===== src/clock_monitor_map.vh =====
// Register offsets, field positions, reset values, codes and timing counts
// of the serial audio port clock monitor.
// Assumes inclusion by bare name from every design file that needs it.
`ifndef CLOCK_MONITOR_MAP_VH
`define CLOCK_MONITOR_MAP_VH

// ****************************************************************
// Register offsets
// ****************************************************************
`define OFS_RATE_RATIO   8'h28
`define OFS_CHECK_MASK   8'h29
`define OFS_OUT_SOURCE   8'h30
`define OFS_POLARITY     8'h31
`define OFS_FRAME_FMT    8'h33
`define OFS_DATA_OFFSET  8'h34
`define OFS_DETECT_STAT  8'h39

// ****************************************************************
// Reset values and field positions
// ****************************************************************
`define RST_ZERO         8'h00
`define RST_FRAME_FMT    8'h02
`define POL_RW_MASK      8'hF1
`define BIT_IGN_PLL      6
`define BIT_IGN_RANGE    5
`define BIT_IGN_RATE     4
`define BIT_IGN_RATIO    3
`define BIT_IGN_LOSS     2
`define BIT_OUT_SRC      0
`define BIT_BCLK_INV     5
`define BIT_OFS_MSB      7
`define ST_LOSS          0
`define ST_RATIO         1
`define ST_RANGE         2
`define ST_PLL           3
`define ST_RATE          4
`define ST_ERROR         5

// ****************************************************************
// Codes
// ****************************************************************
`define RATIO_32         4'h3
`define RATIO_64         4'h5
`define RATIO_128        4'h7
`define RATIO_256        4'h9
`define RATIO_512        4'hB
`define MODE_AUTO        4'h0
`define MODE_32K         4'h6
`define MODE_48K         4'h9
`define MODE_96K         4'hB
`define MODE_192K        4'hD
`define FMT_I2S          2'h0
`define FMT_TDM          2'h1
`define FMT_RTJ          2'h2
`define FMT_LTJ          2'h3

// ****************************************************************
// Timing
// ****************************************************************
`define CORE_CLK_KHZ     100000
`define BCLK_MIN_KHZ     256
`define BCLK_MAX_KHZ     50000
`define PLL_MAX_MHZ      150
`define BCLK_MAX_PER     (`CORE_CLK_KHZ / `BCLK_MIN_KHZ)
`define BCLK_MIN_PER     ((`CORE_CLK_KHZ + `BCLK_MAX_KHZ - 1) / `BCLK_MAX_KHZ)
`define LOSS_CYCLES      (4 * `BCLK_MAX_PER)
`define FRAME_LIMIT      8191
`define RATIO_MIN        32
`define RATIO_MAX        512

`endif


===== src/sync2.v =====
// Two flip-flop synchroniser for a group of asynchronous pin levels.
// Assumes each bit is a level that is independent of the others.
module sync2 #(
    parameter W = 3
) (
    // Clocking
    input  wire         core_clk,
    input  wire         nrst,
    input  wire         ce,
    // Levels
    input  wire [W-1:0] d,
    output reg  [W-1:0] q
);

    reg [W-1:0] meta_reg;

    // First stage feeds only the second stage
    always @(posedge core_clk or negedge nrst) begin
        if (!nrst) begin
            meta_reg <= {W{1'b0}};
            q        <= {W{1'b0}};
        end else if (ce) begin
            meta_reg <= d;
            q        <= meta_reg;
        end
    end

endmodule // sync2


===== src/period_meter.v =====
// Edge finder and period counter for one synchronised level.
// Assumes the input already passed a synchroniser on core_clk.
module period_meter #(
    parameter W     = 12,
    parameter LIMIT = 1560
) (
    // Clocking
    input  wire         core_clk,
    input  wire         nrst,
    input  wire         ce,
    // Measured level
    input  wire         sig,
    // Results
    output wire         rise,
    output wire         fall,
    output reg  [W-1:0] period,
    output reg          lost
);

    reg         prev_reg;
    reg [W-1:0] cnt_reg;

    assign rise = sig & ~prev_reg;
    assign fall = ~sig & prev_reg;

    // Count cycles between rising edges; saturate so a dead clock reads as lost
    always @(posedge core_clk or negedge nrst) begin
        if (!nrst) begin
            prev_reg <= 1'b0;
            cnt_reg  <= {W{1'b0}};
            period   <= {W{1'b0}};
            lost     <= 1'b1;
        end else if (ce) begin
            prev_reg <= sig;
            if (rise) begin
                period  <= cnt_reg + 1'b1;
                cnt_reg <= {W{1'b0}};
                lost    <= 1'b0;
            end else if (cnt_reg >= LIMIT[W-1:0]) begin
                lost    <= 1'b1;
            end else begin
                cnt_reg <= cnt_reg + 1'b1;
            end
        end
    end

endmodule // period_meter


===== src/audio_port_clock_monitor.v =====
// Clock checking, rate and ratio detection, and format control of a serial
// audio input port, with its control registers.
// Assumes an external source drives bit, frame and data pins asynchronously,
// and that the PLL rate and processed data come from core_clk logic.
`include "clock_monitor_map.vh"

module audio_port_clock_monitor (
    // Clock, reset and enable
    input  wire        core_clk,
    input  wire        nrst,
    input  wire        ce,
    // Audio pins from the source
    input  wire        bit_clk,
    input  wire        frame_clk,
    input  wire        serial_in,
    // Core-side inputs
    input  wire [7:0]  pll_freq_mhz,
    input  wire        processed_data,
    // Register port
    input  wire [7:0]  reg_addr,
    input  wire [7:0]  reg_wdata,
    input  wire        reg_we,
    input  wire        reg_re,
    output reg  [7:0]  reg_rdata,
    // Results
    output reg         clock_error,
    output reg  [3:0]  active_rate_mode,
    output reg  [31:0] rx_sample,
    output reg         rx_valid,
    output reg         serial_data_output
);

    // ****************************************************************
    // Nominal frame periods in core cycles
    // ****************************************************************
    localparam integer PER_32K  = `CORE_CLK_KHZ / 32;
    localparam integer PER_48K  = `CORE_CLK_KHZ / 48;
    localparam integer PER_96K  = `CORE_CLK_KHZ / 96;
    localparam integer PER_192K = `CORE_CLK_KHZ / 192;

    // ****************************************************************
    // Pin synchronisation and edge measurement
    // ****************************************************************
    wire [2:0]  pins_s;
    wire        bclk_s = pins_s[0];
    wire        fclk_s = pins_s[1];
    wire        din_s  = pins_s[2];
    wire        b_rise;
    wire        b_fall;
    wire [11:0] b_per;
    wire        b_lost;
    wire        f_rise;
    wire [12:0] f_per;
    wire        f_lost;

    sync2 #(
        .W (3)
    ) u_sync (
        .core_clk (core_clk),
        .nrst     (nrst),
        .ce       (ce),
        .d        ({serial_in, frame_clk, bit_clk}),
        .q        (pins_s)
    );

    period_meter #(
        .W     (12),
        .LIMIT (`LOSS_CYCLES)
    ) u_bclk_meter (
        .core_clk (core_clk),
        .nrst     (nrst),
        .ce       (ce),
        .sig      (bclk_s),
        .rise     (b_rise),
        .fall     (b_fall),
        .period   (b_per),
        .lost     (b_lost)
    );

    period_meter #(
        .W     (13),
        .LIMIT (`FRAME_LIMIT)
    ) u_fclk_meter (
        .core_clk (core_clk),
        .nrst     (nrst),
        .ce       (ce),
        .sig      (fclk_s),
        .rise     (f_rise),
        .fall     (),
        .period   (f_per),
        .lost     (f_lost)
    );

    // ****************************************************************
    // Control registers
    // ****************************************************************
    reg [3:0] mode_reg;
    reg [3:0] ratio_field_reg;
    reg [7:0] mask_reg;
    reg [7:0] src_reg;
    reg [7:0] pol_reg;
    reg [7:0] fmt_reg;
    reg [7:0] ofs_reg;
    reg [5:0] status_reg;

    // Software writes; the ratio nibble belongs to hardware alone
    always @(posedge core_clk or negedge nrst) begin
        if (!nrst) begin
            mode_reg <= `MODE_AUTO;
            mask_reg <= `RST_ZERO;
            src_reg  <= `RST_ZERO;
            pol_reg  <= `RST_ZERO;
            fmt_reg  <= `RST_FRAME_FMT;
            ofs_reg  <= `RST_ZERO;
        end else if (ce && reg_we) begin
            case (reg_addr)
                `OFS_RATE_RATIO:  mode_reg <= reg_wdata[3:0];
                `OFS_CHECK_MASK:  mask_reg <= reg_wdata;
                `OFS_OUT_SOURCE:  src_reg  <= reg_wdata;
                `OFS_POLARITY:    pol_reg  <= reg_wdata & `POL_RW_MASK;
                `OFS_FRAME_FMT:   fmt_reg  <= reg_wdata;
                `OFS_DATA_OFFSET: ofs_reg  <= reg_wdata;
                default: begin
                end
            endcase
        end
    end

    // Read data is registered; unmapped offsets read zero
    always @(posedge core_clk or negedge nrst) begin
        if (!nrst) begin
            reg_rdata <= `RST_ZERO;
        end else if (ce && reg_re) begin
            case (reg_addr)
                `OFS_RATE_RATIO:  reg_rdata <= {ratio_field_reg, mode_reg};
                `OFS_CHECK_MASK:  reg_rdata <= mask_reg;
                `OFS_OUT_SOURCE:  reg_rdata <= src_reg;
                `OFS_POLARITY:    reg_rdata <= pol_reg;
                `OFS_FRAME_FMT:   reg_rdata <= fmt_reg;
                `OFS_DATA_OFFSET: reg_rdata <= ofs_reg;
                `OFS_DETECT_STAT: reg_rdata <= {2'b00, status_reg};
                default:          reg_rdata <= `RST_ZERO;
            endcase
        end
    end

    // ****************************************************************
    // Bit clocks per frame
    // ****************************************************************
    reg [9:0] ratio_cnt_reg;
    reg [9:0] ratio_meas_reg;
    reg [9:0] ratio_prev_reg;
    reg [1:0] frames_seen_reg;
    reg       meas_new_reg;
    reg [3:0] ratio_code;

    // Saturating count, so an absurd ratio still reads as out of range
    always @(posedge core_clk or negedge nrst) begin
        if (!nrst) begin
            ratio_cnt_reg   <= 10'h000;
            ratio_meas_reg  <= 10'h000;
            ratio_prev_reg  <= 10'h000;
            frames_seen_reg <= 2'h0;
            meas_new_reg    <= 1'b0;
        end else if (ce) begin
            meas_new_reg <= f_rise;
            if (f_rise) begin
                ratio_cnt_reg  <= {9'h000, b_rise};
                ratio_meas_reg <= ratio_cnt_reg;
                ratio_prev_reg <= ratio_meas_reg;
                if (frames_seen_reg != 2'h3) begin
                    frames_seen_reg <= frames_seen_reg + 2'h1;
                end
            end else if (b_rise && ratio_cnt_reg != 10'h3FF) begin
                ratio_cnt_reg <= ratio_cnt_reg + 10'h001;
            end
        end
    end

    // Code for the measured ratio; zero when it is not a listed ratio
    always @* begin
        case (ratio_meas_reg)
            10'h020: ratio_code = `RATIO_32;
            10'h040: ratio_code = `RATIO_64;
            10'h080: ratio_code = `RATIO_128;
            10'h100: ratio_code = `RATIO_256;
            10'h200: ratio_code = `RATIO_512;
            default: ratio_code = 4'h0;
        endcase
    end

    // Keep the last valid code while the ratio is odd
    always @(posedge core_clk or negedge nrst) begin
        if (!nrst) begin
            ratio_field_reg <= 4'h0;
        end else if (ce && meas_new_reg && ratio_code != 4'h0) begin
            ratio_field_reg <= ratio_code;
        end
    end

    // ****************************************************************
    // Frame rate detection
    // ****************************************************************
    function near;
        input [12:0]  p;
        input integer nom;
        begin
            near = (p >= nom - nom / 32) && (p <= nom + nom / 32);
        end
    endfunction

    reg [3:0] det_code;
    wire      mode_auto = (mode_reg == `MODE_AUTO);
    wire      mode_legal = (mode_reg == `MODE_32K) || (mode_reg == `MODE_48K) ||
                           (mode_reg == `MODE_96K) || (mode_reg == `MODE_192K);

    // Only the 48 kHz and 32 kHz families are recognised automatically
    always @* begin
        if (f_lost) begin
            det_code = 4'h0;
        end else if (near(f_per, PER_32K)) begin
            det_code = `MODE_32K;
        end else if (near(f_per, PER_48K)) begin
            det_code = `MODE_48K;
        end else if (near(f_per, PER_96K)) begin
            det_code = `MODE_96K;
        end else if (near(f_per, PER_192K)) begin
            det_code = `MODE_192K;
        end else begin
            det_code = 4'h0;
        end
    end

    // ****************************************************************
    // Fault checks and combined error
    // ****************************************************************
    wire fault_loss  = b_lost;
    wire fault_range = b_lost ||
                       (b_per > `BCLK_MAX_PER) ||
                       (b_per < `BCLK_MIN_PER);
    wire fault_ratio = (frames_seen_reg < 2'h2) ||
                       (ratio_meas_reg < `RATIO_MIN) ||
                       (ratio_meas_reg > `RATIO_MAX) ||
                       (ratio_meas_reg != ratio_prev_reg);
    wire fault_pll   = (pll_freq_mhz >= `PLL_MAX_MHZ);
    wire fault_rate  = mode_auto ? (det_code == 4'h0)
                                 : ~mode_legal;

    wire [5:0] status_next = {1'b0, fault_rate, fault_pll,
                              fault_range, fault_ratio, fault_loss};

    wire err_next =
        (fault_pll   & ~mask_reg[`BIT_IGN_PLL])   |
        (fault_range & ~mask_reg[`BIT_IGN_RANGE]) |
        (fault_rate  & ~mask_reg[`BIT_IGN_RATE])  |
        (fault_ratio & ~mask_reg[`BIT_IGN_RATIO]) |
        (fault_loss  & ~mask_reg[`BIT_IGN_LOSS]);

    // Re-evaluated every enabled cycle; status shows raw faults
    always @(posedge core_clk or negedge nrst) begin
        if (!nrst) begin
            status_reg       <= 6'h00;
            clock_error      <= 1'b0;
            active_rate_mode <= `MODE_AUTO;
        end else if (ce) begin
            status_reg       <= status_next | {err_next, 5'h00};
            clock_error      <= err_next;
            active_rate_mode <= mode_auto ? det_code : mode_reg;
        end
    end

    // ****************************************************************
    // Frame decoding and sample capture
    // ****************************************************************
    wire       inv      = pol_reg[`BIT_BCLK_INV];
    wire       s_edge   = inv ? b_fall : b_rise;
    wire       c_edge   = inv ? b_rise : b_fall;
    wire [1:0] fmt      = fmt_reg[5:4];
    wire [8:0] offset   = {fmt_reg[`BIT_OFS_MSB], ofs_reg};
    wire [9:0] half     = {1'b0, ratio_meas_reg[9:1]};
    reg  [5:0] wl;
    reg  [10:0] start_pos;

    // Sample width from the word length field
    always @* begin
        case (fmt_reg[1:0])
            2'h0:    wl = 6'd16;
            2'h1:    wl = 6'd20;
            2'h2:    wl = 6'd24;
            default: wl = 6'd32;
        endcase
    end

    // First captured bit position inside the frame
    always @* begin
        case (fmt)
            `FMT_I2S: start_pos = {2'b00, offset} + 11'd1;
            `FMT_RTJ: start_pos = {1'b0, half} - {5'h00, wl} +
                                  {2'b00, offset};
            default:  start_pos = {2'b00, offset};
        endcase
    end

    reg         fr_prev_reg;
    reg  [9:0]  bit_idx_reg;
    reg  [5:0]  got_reg;
    reg  [31:0] shift_reg;

    // I2S starts on the frame's fall, the others on its rise
    wire        is_start = (fmt == `FMT_I2S) ? (fr_prev_reg & ~fclk_s)
                                             : (~fr_prev_reg & fclk_s);
    wire [9:0]  cur_idx  = is_start ? 10'h000 : bit_idx_reg;
    wire [5:0]  cur_got  = is_start ? 6'h00 : got_reg;
    wire [31:0] cur_sh   = is_start ? 32'h0000_0000 : shift_reg;
    wire        capture  = ({1'b0, cur_idx} >= start_pos) && (cur_got < wl);
    wire [31:0] sh_next  = {cur_sh[30:0], din_s};
    wire [5:0]  got_next = cur_got + 6'h01;

    // Shift in one bit per sampling edge of the bit clock
    always @(posedge core_clk or negedge nrst) begin
        if (!nrst) begin
            fr_prev_reg <= 1'b0;
            bit_idx_reg <= 10'h3FF;
            got_reg     <= 6'h00;
            shift_reg   <= 32'h0000_0000;
            rx_sample   <= 32'h0000_0000;
            rx_valid    <= 1'b0;
        end else if (ce) begin
            rx_valid <= 1'b0;
            if (s_edge) begin
                fr_prev_reg <= fclk_s;
                if (cur_idx != 10'h3FF) begin
                    bit_idx_reg <= cur_idx + 10'h001;
                end else begin
                    bit_idx_reg <= cur_idx;
                end
                shift_reg <= cur_sh;
                got_reg   <= cur_got;
                if (capture) begin
                    shift_reg <= sh_next;
                    got_reg   <= got_next;
                    if (got_next == wl) begin
                        rx_sample <= sh_next;
                        rx_valid  <= 1'b1;
                    end
                end
            end
        end
    end

    // ****************************************************************
    // Serial data output
    // ****************************************************************
    // Updated on the change edge so the far end samples a settled level
    always @(posedge core_clk or negedge nrst) begin
        if (!nrst) begin
            serial_data_output <= 1'b0;
        end else if (ce && c_edge) begin
            serial_data_output <= src_reg[`BIT_OUT_SRC] ? din_s
                                                        : processed_data;
        end
    end

endmodule // audio_port_clock_monitor


===== config.mk =====
export PLATFORM = sky130hd
export DESIGN_NAME = audio_port_clock_monitor
export DESIGN_NICKNAME = d
export VERILOG_FILES = /design/src/sync2.v /design/src/period_meter.v /design/src/audio_port_clock_monitor.v
export VERILOG_INCLUDE_DIRS = /design/src /design/src/src
export SDC_FILE = /design/constraint.sdc
export NUM_CORES = 1
export LEC_CHECK = 0
export BUFFER_PORTS_ARGS = -buffer_cell sky130_fd_sc_hd__buf_2
export CAP_MARGIN = 10
export CORE_AREA = 5 5 114 197
export CTS_CLUSTER_DIAMETER = 80
export DETAILED_ROUTE_END_ITERATION = 7
export DIE_AREA = 0 0 119 202
export PLACE_DENSITY_LB_ADDON = 0.25
export SLEW_MARGIN = 20
export SYNTH_ARGS = -nofsm -noshare
export SYNTH_HDL_FRONTEND = slang
export SYNTH_SLANG_ARGS = --single-unit

===== constraint.sdc =====
create_clock -name core_clk -period 11.8 [get_ports core_clk]
set_input_delay 1.18 -clock core_clk [delete_from_list [all_inputs] [get_ports core_clk]]
set_output_delay 1.18 -clock core_clk [all_outputs]
set_load 0.005 [all_outputs]

==> Yosys cells after proc, flatten, opt, wreduce, memory -nomap -nowiden <==
Cells that the tools add are included.
{ "word_totals": {"regBits": 239, "output_inout_bits": 47, "word_cells": 189} }
{ "op_classes": {"n_addsub": 9, "magnitude_cmp": 18, "n_eq_ne": 26, "muxes": 34, "bitwise_logic": 26, "reduce_logical": 43} }
{ "ops": {"columns": ["cell", "count"], "rows": [
  ["31-bit two-way mux", 2],
  ["8-bit by 6-bit equality test with 1-bit output, second input constant", 7],
  ["8-bit one-hot mux with 7 select lines", 1],
  ["10-bit two-way mux", 4],
  ["2-bit AND reduction", 14],
  ["13-bit by 12-bit less-or-equal comparator with 1-bit output, second input constant", 2],
  ["13-bit two-way mux", 2],
  ["12-bit two-way mux", 2],
  ["4-bit two-way mux", 6],
  ["11-bit one-hot mux with 2 select lines", 1],
  ["10-bit by 1-bit adder with 10-bit output, second input constant", 2],
  ["10-bit != test, second input constant", 2],
  ["4-bit one-hot mux with 5 select lines", 1],
  ["6-bit one-hot mux with 3 select lines", 1],
  ["13-bit by 1-bit adder with 13-bit output, second input constant", 1],
  ["13-bit by 10-bit >= comparator with 1-bit output, second input constant", 1],
  ["13-bit by 11-bit >= comparator with 1-bit output, second input constant", 1],
  ["13-bit by 12-bit >= comparator with 1-bit output, second input constant", 1],
  ["13-bit >= comparator, second input constant", 1],
  ["13-bit by 9-bit >= comparator with 1-bit output, second input constant", 1],
  ["13-bit by 10-bit less-or-equal comparator with 1-bit output, second input constant", 1],
  ["13-bit by 11-bit less-or-equal comparator with 1-bit output, second input constant", 1],
  ["12-bit by 1-bit adder with 12-bit output, second input constant", 1],
  ["4-bit equality test, second input constant", 3],
  ["39 further kinds", 97]
]} }

==> Depth between registers and ports, before layout <==
{ "depth": {"ltp_word": 14, "mapped_depth": 25, "mapped_depth_nobuf": 22} }

==> Cells and area by module <==
A second synthesis with hierarchy kept.
{ "hier_totals": {"hier_cells": 1287, "hier_area_um2": 12881.1} }
{ "modules_own_cells": {"columns": ["module", "instances", "cells_each", "area_per_inst_um2"], "rows": [
  ["audio_port_clock_monitor", 1, 979, 9720.6],
  ["period_meter (u_fclk_meter)", 1, 158, 1534.0],
  ["period_meter (u_bclk_meter)", 1, 137, 1375.1],
  ["sync2", 1, 13, 251.5]
]} }

==> Worst setup path before layout <==
No wires, ideal clock.
{ "synth_timing": {"path_type": "register -> register", "startpoint": "reg fmt_reg[1]", "endpoint": "reg rx_sample[10]", "setup_ps": 125, "t_arrival_ps": 4958, "required_time_ps": 11675, "slack_ps": 6717, "path_stages_with_launch": 23, "path_buffers": 2, "path_cell_list": "dfstp_2 or2b_1 inv_1 fa_1 inv_1 maj3_1 a21oi_1 xor2_1 ha_1 a21oi_1 nand2_1 a41o_1 xnor2_1 nand2_1 o21ai_0 ha_1 nand3_1 o31a_1 or3_1 buf_6 nor4_4 buf_6 mux2_2"} }
{ "synth_via": {"elab_chain_cells": 8} }
{ "synth_lines": {"columns": ["element", "line_no", "text"], "rows": [
  ["start: declaration", "audio_port_clock_monitor.v:102", "reg [7:0] fmt_reg;"],
  ["start signal: assignment", "audio_port_clock_monitor.v:113", "fmt_reg <= `RST_FRAME_FMT;"],
  ["start signal: assignment", "audio_port_clock_monitor.v:121", "`OFS_FRAME_FMT: fmt_reg <= reg_wdata;"],
  ["2-bit equality test, or another cell as far along", "audio_port_clock_monitor.v:286", "case (fmt_reg[1:0])"],
  ["6-bit one-hot mux with 3 select lines *", "audio_port_clock_monitor.v:286", null],
  ["9-bit by 6-bit subtractor with 10-bit output", "audio_port_clock_monitor.v:298", "`FMT_RTJ: start_pos = {1'b0, half} - {5'h00, wl} +"],
  ["10-bit by 10-bit adder with 11-bit output", "audio_port_clock_monitor.v:298", null],
  ["11-bit one-hot mux with 2 select lines", "audio_port_clock_monitor.v:296", "case (fmt)"],
  ["10-bit by 11-bit >= comparator with 1-bit output", "audio_port_clock_monitor.v:315", "wire capture = ({1'b0, cur_idx} >= start_pos) && (cur_got < wl);"],
  ["1-bit logical AND", "audio_port_clock_monitor.v:315", null],
  ["4-bit AND reduction (no source line) *", null, null],
  ["end signal: assignment", "audio_port_clock_monitor.v:343", "rx_sample <= sh_next;"],
  ["end: declaration", "audio_port_clock_monitor.v:28", "output reg [31:0] rx_sample,"]
]} }
Every way passes the cells marked *; elsewhere a longest branch is shown, timed or not.
A chain may end at the register's enable or synchronous reset.

==> Final worst setup path <==
{ "layout_timing": {"startpoint": "reg fmt_reg[1]", "endpoint": "reg rx_sample[4]"} }
The elaborated chain is that of the path after synthesis.

==> impl_metrics.toml <==
[global_routing]
grt_pass1_vias = 9490
track_usage_pct = 23.2
grt_pass1_wl_um = 46400
grt_max_degree = 91
gr-total-overflow = 0
antenna_found_initial = 0

[die]
die_w_um = 119
start_util_pct = 58.8
core_sq_um = 20700
die_area_sq_um = 24000
rows = 70
io_pins = 80
die_h_um = 202

[status]
status = "finished, final reports clean"

[placed_design]
io_buffers = 78
gp_congestion = 0.894
post-place-ws_ns = 5.79
post-dp-hpwl_um = 19700

[yosys]
seq_area_frac_synth_pct = 49.2
synth_nets = 1274
syn_inst = 1206
synth_area_per_cell_sq_um = 10.1
synth_edf_count = 0
ys_types = 69
yosysWarnings = 0
synth_area_sq_um = 12100
ys_ff_latch = 238
ys.flop_type = "dfrtp_1"
synthArstFlopShare_pct = 100

[clock_tree]
cts_setup_buffers = 0
cts-root-buf = "clkbuf_16"
holdBufCountCts = 0
cts_sinks = 238
clock_path_buffers = 3
ctsResizeCount = 0
insertion_delay_ns = 0.53
htreeDepth = 1
cts_tree = "built"
numCtsBuffers = 23
clk_pin_slew_ns = 0.06

[timing]
worst_slew_pin_slew_ns = 1.09
rsz0062_at_grt = "no"
finalSetupViolations = 0
fin_crit_ns = 6.04
finalSetupTns_ns = 0
slew_headroom_pct = 27.6
fmax_mhz = 166
fin_ws_ns = 5.76
hold_viol_final = 0
fin_worst_skew_ns = 0.00710
whs_ns = 0.476
finalCritPeriodShare_pct = 51.2
final_max_slew_viol_count = 0

[pwr]
p_leak_nw = 6.28
p_per_area_nw_per_um2 = 152
p_int_w = 0.00144
power_frac_clock_pct = 35.6
peakVddDrop_uv = 141
power_frac_comb_pct = 16.8
p_seq_share_pct = 47.6
sw_frac_of_total_pct = 29.6
p_switching_w = 0.000605

[detailed_routing]
drtPass1Iterations = 6
first_iter_violations = 506
wirelength_um = 27500
vias = 9240
antenna_left = 0
vias_per_cell = 6.04
wire_per_inst_um = 18.0
drcViolationCount = 0

[layout]
final_common_cell = "dfrtp_1"
nFillCells = 1651
final_cell_mix = "dfrtp_1 (225), nand2_1 (177), o21ai_0 (102)"
antennaDiodeCount = 0
regArea_sq_um = 5970
area_growth_syn_to_layout_pct = 10.6
fin_nets = 1328
multi_input_area_sq_um = 5820
largest_register_ffs = 32
final_util_pct = 65.0
drive_gt1_share_pct = 17.8

[worst_setup_path]
critPathLaunchType = "flip-flop"
crit_arrival_ns = 6.46
worst-path-buf-inv = 3
worst_path_largest_cell_delay_ns = 0.63
critPathTopFamily = "simple AND/OR/NAND/NOR gates"
worstPathMaxFanout = 25
crit_slowest_cell = "dfstp_2"
end_kind = "flip-flop"
critical_path_required_ns = 12.21
critical_path_class = "reg -> reg"
path_cells = "or2b_1 > inv_1 > fa_1 > inv_1 > maj3_1 > a21oi_1 > xor2_1 > ha_1 > a21oi_1 > nand2_1 > a41o_1 > xnor2_1 > nand2_1 > o21ai_0 > ha_1 > nand3_1 > o31a_1 > or3_1 > nor4_4 > buf_4 > mux2_2"

[worst_hold_path]
hold_class = "reg -> reg"

[job]
drv_cap = 0
-- cell type report --
type,instances,share of cell area (%)
multi-input combinational,881,43.3
inverter,28,0.783
tap,252,2.35
clock inverter,8,0.717
timing repair buffer,88,3.54
clock buffer,34,4.82
sequential,238,44.5
-- kinds of logic after synthesis --
group / Yosys count / share of synthesized area [%]
flops: 238 / 49.2
compound gates: 277 / 14.5
simple gates: 405 / 15.9
fa+ha+maj: 37 / 3.89
xor+xnor: 66 / 4.76
mux: 96 / 8.81
buf+inv: 87 / 2.97
-- power groups by stage --
stage | clock (W) | combinational, W | sequential [W]
after floorplan | 0 | 0.000268 | 0.000961
after global placement | 0 | 0.000336 | 0.000985
after detailed placement | 0 | 0.000345 | 0.000989
after CTS | 0.000742 | 0.000348 | 0.000974
after global routing | 0.000778 | 0.000393 | 0.000986
final | 0.000729 | 0.000343 | 0.000975
-- metrics by stage --
stage,cell area (sq um),std cells,total power [W]
after floorplan,12100,1206,0.00123
after CTS,13400,1529,0.00206
final,13400,1529,0.00205
after global routing,13400,1529,0.00216
after detailed placement,12700,1487,0.00133
after global placement,12700,1487,0.00132
-- worst paths after layout --
| path | startpoint | to | slack [ns] | cells past startpoint |
|---|---|---|---|---|
| max | fmt_reg[1]$_DFFE_PN1P_ | rx_sample[4]$_DFFE_PN0P_ | 5.76 | 21 |
| min | u_bclk_meter.period[10]$_DFFE_PN0P_ | u_bclk_meter.period[10]$_DFFE_PN0P_ | 0.48 | 2 |
| max reg2reg | fmt_reg[1]$_DFFE_PN1P_ | rx_sample[4]$_DFFE_PN0P_ | 5.76 | 21 |
| min reg2reg | u_bclk_meter.period[10]$_DFFE_PN0P_ | u_bclk_meter.period[10]$_DFFE_PN0P_ | 0.48 | 2 |
| max in group asynchronous | nrst | mask_reg[7]$_DFFE_PN0P_ | 8.92 | 3 |
| min in group asynchronous | nrst | got_reg[5]$_DFFE_PN0P_ | 0.65 | 1 |
-- per-layer routing --
| layer | up-vias | share of wire (%) | track usage [%] |
|---|---|---|---|
| li1 | 4405 | - | - |
| met1 | 4512 | 38 | 26.1 |
| met2 | 227 | 52 | 42.1 |
| met3 | 96 | 4.0 | 3.14 |
| met4 | 0 | 5.7 | 12.4 |
| met5 | - | 0 | 0 |
-- synthesized netlist by cell type, drive strengths merged, types with 6 or more instances --
master / count / area share, %
a21o: 9 / 0.56
a21oi: 54 / 2.2
a221oi: 7 / 0.50
a22o: 34 / 2.5
a22oi: 9 / 0.56
a31oi: 6 / 0.31
and2: 20 / 1.1
and3: 10 / 0.52
buf: 8 / 0.53
clkbuf: 51 / 1.6
dfrtp: 225 / 46
dfstp: 13 / 2.8
ha: 33 / 3.4
inv: 28 / 0.87
mux2: 87 / 8.1
mux2i: 9 / 0.74
nand2: 177 / 5.5
nand2b: 13 / 0.67
nand3: 32 / 1.3
nand4: 18 / 0.93
nor2: 67 / 2.1
nor3: 15 / 0.62
nor4: 12 / 0.74
o21ai: 104 / 4.3
o22ai: 6 / 0.31
o31ai: 12 / 0.74
or3: 10 / 0.52
or4: 6 / 0.37
xnor2: 39 / 2.8
xor2: 27 / 1.9
-- worst register-to-register path, cell delays in order (launching register included) --
cell and delay [ns]:
dfstp_2 0.63, or2b_1 0.32, inv_1 0.10, fa_1 0.21, inv_1 0.06, maj3_1 0.35
a21oi_1 0.23, xor2_1 0.22, ha_1 0.30, a21oi_1 0.15, nand2_1 0.06, a41o_1 0.24
xnor2_1 0.13, nand2_1 0.06, o21ai_0 0.11, ha_1 0.35, nand3_1 0.10, o31a_1 0.33
or3_1 0.54, nor4_4 0.63, buf_4 0.42, mux2_2 0.39
No activity file was read; power rests on OpenSTA's default activity.
